$ cat config.mk
export PLATFORM = sky130hd
export DESIGN_NAME = nfc_host_ctrl
export DESIGN_NICKNAME = d
export VERILOG_FILES = /design/src/inc/nfc_pkg.sv /design/src/design/nfc_seq_rom.sv /design/src/design/nfc_host_ctrl.sv
export SDC_FILE = /design/constraint.sdc
export NUM_CORES = 1
export LEC_CHECK = 0
export ABC_AREA = 1
export ABC_CLOCK_PERIOD_IN_PS = 2190
export BUFFER_PORTS_ARGS = -buffer_cell sky130_fd_sc_hd__buf_4
export CAP_MARGIN = 20
export CORE_MARGIN = 1
export CORE_UTILIZATION = 40
export DETAILED_ROUTE_END_ITERATION = 8
export PLACE_DENSITY = 0.63
export SLEW_MARGIN = 20
export SYNTH_ARGS = -nofsm -noshare
export SYNTH_HDL_FRONTEND = slang
export SYNTH_SLANG_ARGS = --single-unit
$ cat constraint.sdc
create_clock -name i_sys_clk -period 2.19 [get_ports i_sys_clk]
set_input_delay 0.219 -clock i_sys_clk [delete_from_list [all_inputs] [get_ports i_sys_clk]]
set_output_delay 0.219 -clock i_sys_clk [all_outputs]
set_load 0.05 [all_outputs]
$ cat src/inc/nfc_pkg.sv
// Package for the host-side NOR flash controller: pin timing counts, command
// codes and address constants. Assumes a 200 MHz system clock.
package nfc_pkg;
    localparam int unsigned CLK_PERIOD_PS = 5000;
    // Reset pulse and wake-up figures
    localparam int unsigned RST_LOW_NS = 500;
    localparam int unsigned RST_LOW_CYC = (RST_LOW_NS * 1000 + CLK_PERIOD_PS - 1) / CLK_PERIOD_PS;
    localparam int unsigned WAKE_NS = 200;
    localparam int unsigned WAKE_CYC = (WAKE_NS * 1000 + CLK_PERIOD_PS - 1) / CLK_PERIOD_PS;
    localparam int unsigned ABORT_US = 20;
    localparam int unsigned ABORT_CYC = (ABORT_US * 1000000 + CLK_PERIOD_PS - 1) / CLK_PERIOD_PS;
    // Bus cycle phase length (setup, strobe, hold), plain default
    localparam int unsigned PHASE_CYC = 16;
    // Command codes
    localparam logic [7:0] CMD_RESET = 8'hF0;
    localparam logic [7:0] CMD_QUERY = 8'h98;
    localparam logic [7:0] CMD_UNLK1 = 8'hAA;
    localparam logic [7:0] CMD_UNLK2 = 8'h55;
    localparam logic [7:0] CMD_SEC_ENTER = 8'h88;
    localparam logic [7:0] CMD_SEC_EXIT = 8'h90;
    localparam logic [7:0] CMD_PROGRAM = 8'hA0;
    localparam logic [7:0] CMD_EXIT_2 = 8'h00;
    // Query entry addresses for word and byte mode
    localparam logic [20:0] QUERY_ADDR_WORD = 21'h000055;
    localparam logic [20:0] QUERY_ADDR_BYTE = 21'h0000AA;
    localparam logic [20:0] UNLK_ADDR1 = 21'h000555;
    localparam logic [20:0] UNLK_ADDR2 = 21'h0002AA;
    // Secure region word and byte windows
    localparam logic [20:0] SEC_TOP_WORD_LO = 21'h1F8000;
    localparam logic [20:0] SEC_TOP_BYTE_LO = 21'h3F0000;
    localparam logic [20:0] SEC_BOT_BYTE_HI = 21'h00FFFF;
    localparam int unsigned SEC_IND_BIT = 7;
    localparam int unsigned TMO_BIT = 5;
    // User operations
    typedef enum logic [2:0] {
        NFC_OP_READ, NFC_OP_WRITE, NFC_OP_RESET_CMD, NFC_OP_QUERY,
        NFC_OP_SEC_ENTER, NFC_OP_SEC_EXIT, NFC_OP_ACC_PROG, NFC_OP_HW_RESET
    } nfc_op_t;
endpackage : nfc_pkg

$ cat src/design/nfc_seq_rom.sv
// Small command-sequence memory: per operation and step, the address and data
// written to the flash. Registered read data; used by the bus sequencer.
`timescale 1ns/1ps
module nfc_seq_rom
    import nfc_pkg::*;
(
    input wire logic i_sys_clk,           // System clock
    input wire logic i_rst_n,             // Async reset, active low
    input wire logic [2:0] i_op,          // Operation code
    input wire logic [1:0] i_step,        // Step within the sequence
    input wire logic i_byte_mode,         // Flash in x8 mode
    output logic [20:0] o_addr,           // Registered step address
    output logic [7:0] o_data,            // Registered step data
    output logic o_last                   // Registered last-step flag
);
    logic [20:0] addr_w;
    logic [7:0] data_w;
    logic last_w;
    wire [20:0] query_addr = i_byte_mode ? QUERY_ADDR_BYTE : QUERY_ADDR_WORD;

    // Unlock cycles are shared by the secure-region sequences
    always_comb begin
        addr_w = UNLK_ADDR1;
        data_w = CMD_RESET;
        last_w = 1'b1;
        unique case (nfc_op_t'(i_op))
            NFC_OP_QUERY: begin
                addr_w = query_addr;
                data_w = CMD_QUERY;
            end
            NFC_OP_SEC_ENTER, NFC_OP_SEC_EXIT: begin
                unique case (i_step)
                    2'd0: begin addr_w = UNLK_ADDR1; data_w = CMD_UNLK1; last_w = 1'b0; end
                    2'd1: begin addr_w = UNLK_ADDR2; data_w = CMD_UNLK2; last_w = 1'b0; end
                    2'd2: begin
                        addr_w = UNLK_ADDR1;
                        data_w = (nfc_op_t'(i_op) == NFC_OP_SEC_ENTER) ? CMD_SEC_ENTER : CMD_SEC_EXIT;
                        last_w = (nfc_op_t'(i_op) == NFC_OP_SEC_ENTER);
                    end
                    default: begin addr_w = UNLK_ADDR1; data_w = CMD_EXIT_2; end
                endcase
            end
            default: begin
                addr_w = UNLK_ADDR1;
                data_w = CMD_RESET;
            end
        endcase
    end

    // Registered outputs, as a synchronous ROM
    always_ff @(posedge i_sys_clk or negedge i_rst_n) begin
        if (!i_rst_n) begin
            o_addr <= 21'h000000;
            o_data <= 8'h00;
            o_last <= 1'b0;
        end else begin
            o_addr <= addr_w;
            o_data <= data_w;
            o_last <= last_w;
        end
    end
endmodule : nfc_seq_rom

$ cat src/design/nfc_host_ctrl.sv
// Host-side controller for a dual-bank asynchronous NOR flash: drives the
// chip pins (address, data, strobes, reset, protect/accelerate) from a user port.
// Assumes the flash pins are asynchronous; all returned levels pass two flops.
`timescale 1ns/1ps
module nfc_host_ctrl
    import nfc_pkg::*;
#(
    parameter int unsigned ABORT_WAIT = ABORT_CYC,   // Standby wait after reset pulse
    parameter int unsigned PHASE = PHASE_CYC         // Cycles per bus phase
) (
    input wire logic i_sys_clk,           // System clock, 200 MHz
    input wire logic i_rst_n,             // Async reset, active low
    input wire logic i_req,               // Request strobe, one cycle
    input wire logic [2:0] i_op,          // Operation, nfc_op_t
    input wire logic [20:0] i_addr,       // Flash address
    input wire logic [15:0] i_wdata,      // Write data
    input wire logic i_byte_mode,         // Flash strapped for x8
    input wire logic i_wp_protect,        // Hold protect pin low
    input wire logic [15:0] i_fl_dq,      // Flash data pins in
    output logic o_busy,                  // Operation in progress
    output logic o_done,                  // Operation finished, one cycle
    output logic [15:0] o_rdata,          // Read data
    output logic o_sec_mode,              // Host believes secure region selected
    output logic o_query_mode,            // Host believes query mode active
    output logic [20:0] o_fl_addr,        // Flash address pins
    output logic [15:0] o_fl_dq,          // Flash data pins out
    output logic o_fl_dq_oe,              // Data drive enable, high drives
    output logic o_fl_ce_n,               // Chip select, active low
    output logic o_fl_oe_n,               // Output enable, active low
    output logic o_fl_we_n,               // Write enable, active low
    output logic o_fl_reset_n,            // Reset pin, active low
    output logic o_fl_wp_n,               // Protect pin logic level
    output logic o_fl_acc_hv              // Request acceleration high level
);
    typedef enum logic [2:0] {S_IDLE, S_SETUP, S_STROBE, S_HOLD, S_RST_LOW, S_RST_WAKE, S_ABORT} nfc_state_t;

    localparam int unsigned CNT_W = $clog2(ABORT_WAIT + RST_LOW_CYC + 2);

    // Elaboration-time refusal of settings the sequencer cannot serve
    if (PHASE < 2 || ABORT_WAIT < 1) begin : g_bad_param
        $error("nfc_host_ctrl: PHASE must be >= 2 and ABORT_WAIT >= 1");
    end

    nfc_state_t state_r, state_nxt;
    logic [CNT_W-1:0] cnt_r;
    logic [1:0] step_r;
    nfc_op_t op_r;
    logic [20:0] uaddr_r;
    logic [15:0] uwdata_r;
    logic [15:0] dq_s1_r, dq_s2_r;
    logic [20:0] rom_addr;
    logic [7:0] rom_data;
    logic rom_last;
    logic [1:0] step_nxt;

    // Next-cycle view of the request: the pins are registered from these, so the
    // first bus cycle shows the new operation and not the previous one
    wire take = (state_r == S_IDLE) && i_req;
    wire [2:0] op_nxt = take ? i_op : op_r;
    wire [20:0] uaddr_nxt = take ? i_addr : uaddr_r;
    wire [15:0] uwdata_nxt = take ? i_wdata : uwdata_r;

    // Sequence memory holds unlock and command cycles; fed one cycle ahead to hide its read register
    nfc_seq_rom u_rom (
        .i_sys_clk(i_sys_clk),
        .i_rst_n(i_rst_n),
        .i_op(op_nxt),
        .i_step(step_nxt),
        .i_byte_mode(i_byte_mode),
        .o_addr(rom_addr),
        .o_data(rom_data),
        .o_last(rom_last)
    );

    // Decoded operation classes
    wire op_is_read = (op_nxt == NFC_OP_READ);
    wire op_is_user = (op_nxt == NFC_OP_READ) || (op_nxt == NFC_OP_WRITE) || (op_nxt == NFC_OP_ACC_PROG);
    wire op_is_acc = (op_nxt == NFC_OP_ACC_PROG);
    wire phase_end = (cnt_r == CNT_W'(PHASE - 1));
    assign step_nxt = (state_r == S_IDLE) ? 2'd0 : (state_r == S_HOLD && phase_end) ? step_r + 2'd1 : step_r;
    wire seq_last = op_is_user ? 1'b1 : rom_last;
    wire [20:0] cyc_addr = op_is_user ? uaddr_nxt : rom_addr;
    wire [15:0] cyc_data = op_is_user ? uwdata_nxt : {8'h00, rom_data};
    // Query data live on the low byte only, so upper bits are cleared
    wire [15:0] rd_value = o_query_mode ? {8'h00, dq_s2_r[7:0]} : dq_s2_r;
    wire rst_low_end = (cnt_r == CNT_W'(RST_LOW_CYC - 1));
    wire wake_end = (cnt_r == CNT_W'(WAKE_CYC - 1));
    wire abort_end = (cnt_r == CNT_W'(ABORT_WAIT - 1));

    // Two flops on the returned data pins, since the flash is unclocked
    always_ff @(posedge i_sys_clk or negedge i_rst_n) begin
        if (!i_rst_n) begin
            dq_s1_r <= 16'h0000;
            dq_s2_r <= 16'h0000;
        end else begin
            dq_s1_r <= i_fl_dq;
            dq_s2_r <= dq_s1_r;
        end
    end

    // Sequencer next state
    always_comb begin
        state_nxt = state_r;
        unique case (state_r)
            S_IDLE: begin
                if (i_req) state_nxt = (nfc_op_t'(i_op) == NFC_OP_HW_RESET) ? S_RST_LOW : S_SETUP;
            end
            S_SETUP: if (phase_end) state_nxt = S_STROBE;
            S_STROBE: if (phase_end) state_nxt = S_HOLD;
            S_HOLD: if (phase_end) state_nxt = seq_last ? S_IDLE : S_SETUP;
            S_RST_LOW: if (rst_low_end) state_nxt = S_ABORT;
            S_ABORT: if (abort_end) state_nxt = S_RST_WAKE;
            S_RST_WAKE: if (wake_end) state_nxt = S_IDLE;
        endcase
    end

    // State, counter and step
    always_ff @(posedge i_sys_clk or negedge i_rst_n) begin
        if (!i_rst_n) begin
            state_r <= S_IDLE;
            cnt_r <= '0;
            step_r <= 2'd0;
        end else begin
            state_r <= state_nxt;
            cnt_r <= (state_nxt != state_r) ? '0 : cnt_r + 1'b1;
            step_r <= step_nxt;
        end
    end

    // Latch the request; op stays until the next request
    always_ff @(posedge i_sys_clk or negedge i_rst_n) begin
        if (!i_rst_n) begin
            op_r <= NFC_OP_READ;
            uaddr_r <= 21'h000000;
            uwdata_r <= 16'h0000;
        end else if (state_r == S_IDLE && i_req) begin
            op_r <= nfc_op_t'(i_op);
            uaddr_r <= i_addr;
            uwdata_r <= i_wdata;
        end
    end

    // Pin drive: write strobe only with CE low, WE low and OE high
    always_ff @(posedge i_sys_clk or negedge i_rst_n) begin
        if (!i_rst_n) begin
            o_fl_ce_n <= 1'b1;
            o_fl_oe_n <= 1'b1;
            o_fl_we_n <= 1'b1;
            o_fl_addr <= 21'h000000;
            o_fl_dq <= 16'h0000;
            o_fl_dq_oe <= 1'b0;
        end else begin
            o_fl_ce_n <= !(state_nxt inside {S_SETUP, S_STROBE, S_HOLD});
            o_fl_oe_n <= !(op_is_read && state_nxt == S_STROBE);
            o_fl_we_n <= !(!op_is_read && state_nxt == S_STROBE);
            o_fl_addr <= cyc_addr;
            o_fl_dq <= cyc_data;
            // Never drive data while the flash is in reset, it floats its outputs
            o_fl_dq_oe <= !op_is_read && (state_nxt inside {S_SETUP, S_STROBE, S_HOLD});
        end
    end

    // Reset pin and protect/accelerate drive as decoded digital requests
    always_ff @(posedge i_sys_clk or negedge i_rst_n) begin
        if (!i_rst_n) begin
            o_fl_reset_n <= 1'b0;
            o_fl_wp_n <= 1'b0;
            o_fl_acc_hv <= 1'b0;
        end else begin
            o_fl_reset_n <= (state_nxt != S_RST_LOW);
            o_fl_wp_n <= !i_wp_protect;
            // High level only for the accelerated two-cycle program burst
            o_fl_acc_hv <= op_is_acc && (state_nxt inside {S_SETUP, S_STROBE, S_HOLD});
        end
    end

    // Host mode tracking; the sticky secure mode is cleared only by exit or hardware reset
    always_ff @(posedge i_sys_clk or negedge i_rst_n) begin
        if (!i_rst_n) begin
            o_sec_mode <= 1'b0;
            o_query_mode <= 1'b0;
        end else if (state_r == S_RST_LOW) begin
            o_sec_mode <= 1'b0;
            o_query_mode <= 1'b0;
        end else if (state_r == S_HOLD && phase_end) begin
            if (op_r == NFC_OP_SEC_ENTER) o_sec_mode <= 1'b1;
            if (op_r == NFC_OP_SEC_EXIT) o_sec_mode <= 1'b0;
            if (op_r == NFC_OP_QUERY) o_query_mode <= 1'b1;
            if (op_r == NFC_OP_RESET_CMD) o_query_mode <= 1'b0;
        end
    end

    // Completion, busy and read capture
    always_ff @(posedge i_sys_clk or negedge i_rst_n) begin
        if (!i_rst_n) begin
            o_busy <= 1'b0;
            o_done <= 1'b0;
            o_rdata <= 16'h0000;
        end else begin
            o_busy <= (state_nxt != S_IDLE);
            o_done <= (state_r != S_IDLE) && (state_nxt == S_IDLE);
            if (state_r == S_STROBE && phase_end && op_is_read) o_rdata <= rd_value;
        end
    end
endmodule : nfc_host_ctrl

==> impl_metrics.ini <==
[clock_network]
cts_tree = built
insertion_delay_ns = 0.42
cts.sinks = 165
root_buffer = clkbuf_16
clkSlewWorstSetupHoldPaths_ns = 0.06
clockBufferDepth = 2
numCtsBuffers = 17
htree_levels = 4

[routing]
vias = 4471
first_iter_violations = 304
first_pass_iters = 4
wl_per_cell_um = 13.24
vias_per_cell = 4.628
drc = 0
ant_nets = 0
drt_wl_total_um = 12790

[worst_setup_path]
worstPathRequired_ns = 2.49
slowest_stage = dfrtp_1
r2r_cells = 9
cp-end-kind = flip-flop
critPathMaxFanout = 38
path_class = reg -> reg
r2r-end = o_fl_dq[0]
crit_path_start_kind = flip-flop
worstPathArrival_ns = 2.32
cp_cell_sequence = inv_2, nand3_2, buf_4, inv_2, buf_12, nand2_1, nand2_1, nand2_1, nand2_1
crit_path_frequent_cell = nand2_1
rrSetupSlack_ns = 0.18
crit_path_max_incr_delay_ns = 0.49
r2r_start = state_r[2]
startpoint = state_r[2]
cp-endpoint = o_fl_dq[0]

[timing]
tns_ns = 0
drv_slew = 0
fin_crit_sh = 0.9195
fin_crit_ns = 2.014
finalSetupViolCount = 0
fmax_ghz = 0.4966
skew_ns = 0.008479
hold_violations = 0
tightestPinTransition_ns = 0.6157
rsz0062_at_grt = no
relSlewSlack = 0.5895
layout_setup_ws_ns = 0.1764

[yosys]
ys.flop_type = dfrtp_1
synth_area_um2 = 6128
yosysMostFrequentCell = nand2_1
yosysUniqueCellTypes = 34
synth_top_family_by_area = simple AND/OR/NAND/NOR gates
async_flop_share = 1.000
synth_warnings = 0
ys_ff_latch = 165
synth_common_cells = nand2_1 (225), dfrtp_1 (162), nor2_1 (38), inv_1 (35), nand3_1 (33)
yosys.area.top_type = dfrtp_1
synth_edf_count = 0
yosysSeqAreaShare = 0.6744
synth_mux_area_frac = 0
syn_avg_cell_area_um2 = 10.08
synth-simple-area-share = 0.2327
yosysTopAreaCellShare = 0.6615
postSynthNetCount = 670
synth_xor_area_frac = 0.01286
postSynthCellCount = 608
synth.top_cells.by_area = dfrtp_1 (66%), nand2_1 (14%), nand3_1 (2.7%)
synth-compound-area-share = 0.03757
synth_fa_ha_area_frac = 0.002042

[finish]
drive_above_1_share = 0.2685
syn_to_final_growth_pct = 32.65
nets = 831
postLayoutCoreUtil = 0.5510
num_antenna_cells = 0

[grt]
grt_util_all_layers = 0.1738
grt_overflow = 0
grt_max_degree = 67
antenna_found_initial = 0
grt_pass1_wl_um = 21630
grt_pass1_vias = 4494

[placed_design]
place.gp.congestion = 0.8808
dp_hpwl_um = 8927
place_ws_ns = 0.07373
port_buffers = 124

[hold_path]
hp-class = in -> reg

[outcome]
status = finished, final reports clean

[power]
power.leakage_nw = 4.245
ir_drop_uv = 579.7
powerDensity_nw_per_um2 = 789.2

[floorplanning]
rows = 44
die_w_um = 125.8
start_util = 0.4154
pin_count = 125
core_um2 = 14750
die_y_um = 125.8
die-area_um2 = 15820

[job]
maxCapViolCount = 0
per-layer routing:
layer,vias up,track usage,routed length (um)
li1,2223,-,-
met1,2117,0.2321,6082
met2,114,0.2660,5859
met3,17,0.04758,599
met4,0,0.07796,246
met5,-,0,0
cells by family after synthesis:
family	after synthesis
DFF	165
and+or+nand+nor	334
xor gates and xnor gates	9
buffers and inverters	57
AOI/OAI and AO/OA	42
adders and majority gates	1
cells in the final DEF, fill, tap and decap left out, types with 2 or more instances in the layout:
master,count
nand2_1,225
dfrtp_1,161
buf_4,134
nor2_1,37
inv_1,35
nand3_1,33
a21oi_1,22
dlygate4sd3_1,19
clkbuf_16,17
nor2_2,12
o21ai_0,9
inv_2,7
nand2_2,7
xor2_1,6
a31oi_1,6
nand3_2,5
clkbuf_1,5
nor2_4,4
nand4_1,4
clkinv_2,3
clkinvlp_4,3
dfstp_2,3
buf_12,3
nor3_1,2
xnor2_1,2
bufinv_16,2
critical path: cells and delay by family (launching register included):
kind / cells / cell delay [ns]
simple gates: 5 / 0.41
buf+inv: 4 / 0.98
flops: 1 / 0.49
sequential cells by signal, summed over array words and instances (netlist names), 2 cells and up:
register	flops
dq_s2_r	16
state_r	3
o_rdata	16
cnt_r	13
dq_s1_r	16
o_fl_addr	21
op_r	3
u_rom.o_data	6
uaddr_r	21
uwdata_r	16
u_rom.o_addr	4
step_r	2
o_fl_dq	16
power breakdown:
part           total, mW  internal [mW]  switching (mW)  leakage (nW)
Clock               2.83           1.70            1.12         0.267
Sequential          3.12           3.11          0.0169          2.14
Combinational      0.462          0.178           0.284          1.83
Total               6.42           4.99            1.43          4.24
cell type report:
class / instances / area, um2
Clock buffer: 23 / 457.9
Clock inverter: 9 / 106.4
Fill cell: 1282 / 6625
Tap cell: 184 / 230.2
Sequential cell: 165 / 4134
Multi-Input combinational cell: 386 / 1775
Inverter: 42 / 157.7
Timing Repair Buffer: 157 / 1267
repair_timing:
action,CTS,global route
buffers inserted,0,4
hold endpoints to repair,79,0
hold buffers,19,0
resized for setup,0,6
setup endpoints to repair,0,21
worst min path at each step:
stage              start           end  slack, ns  depth (start not counted)
2_1_floorplan    i_rst_n      cnt_r[0]      -0.08                          0
3_3_place_gp     i_rst_n  o_fl_addr[7]       0.26                          1
3_5_place_dp     i_rst_n    uaddr_r[7]       0.26                          1
4_1_cts        i_addr[3]    uaddr_r[3]      0.004                          3
5_1_grt        i_addr[4]    uaddr_r[4]       0.02                          3
6_report       i_addr[3]    uaddr_r[3]       0.02                          3
metrics by stage:
step	std cells	power, mW	hold slack (ns)	instance area (um2)
2_1_floorplan	608	3.385	-0.07659	6128
3_3_place_gp	911	3.611	0.2566	7316
3_5_place_dp	911	3.622	0.2650	7316
4_1_cts	962	6.499	0.004279	8070
5_1_grt	966	6.687	0.01688	8129
6_report	966	6.415	0.02407	8129
Note: power is estimated with default switching activity, not from simulation.
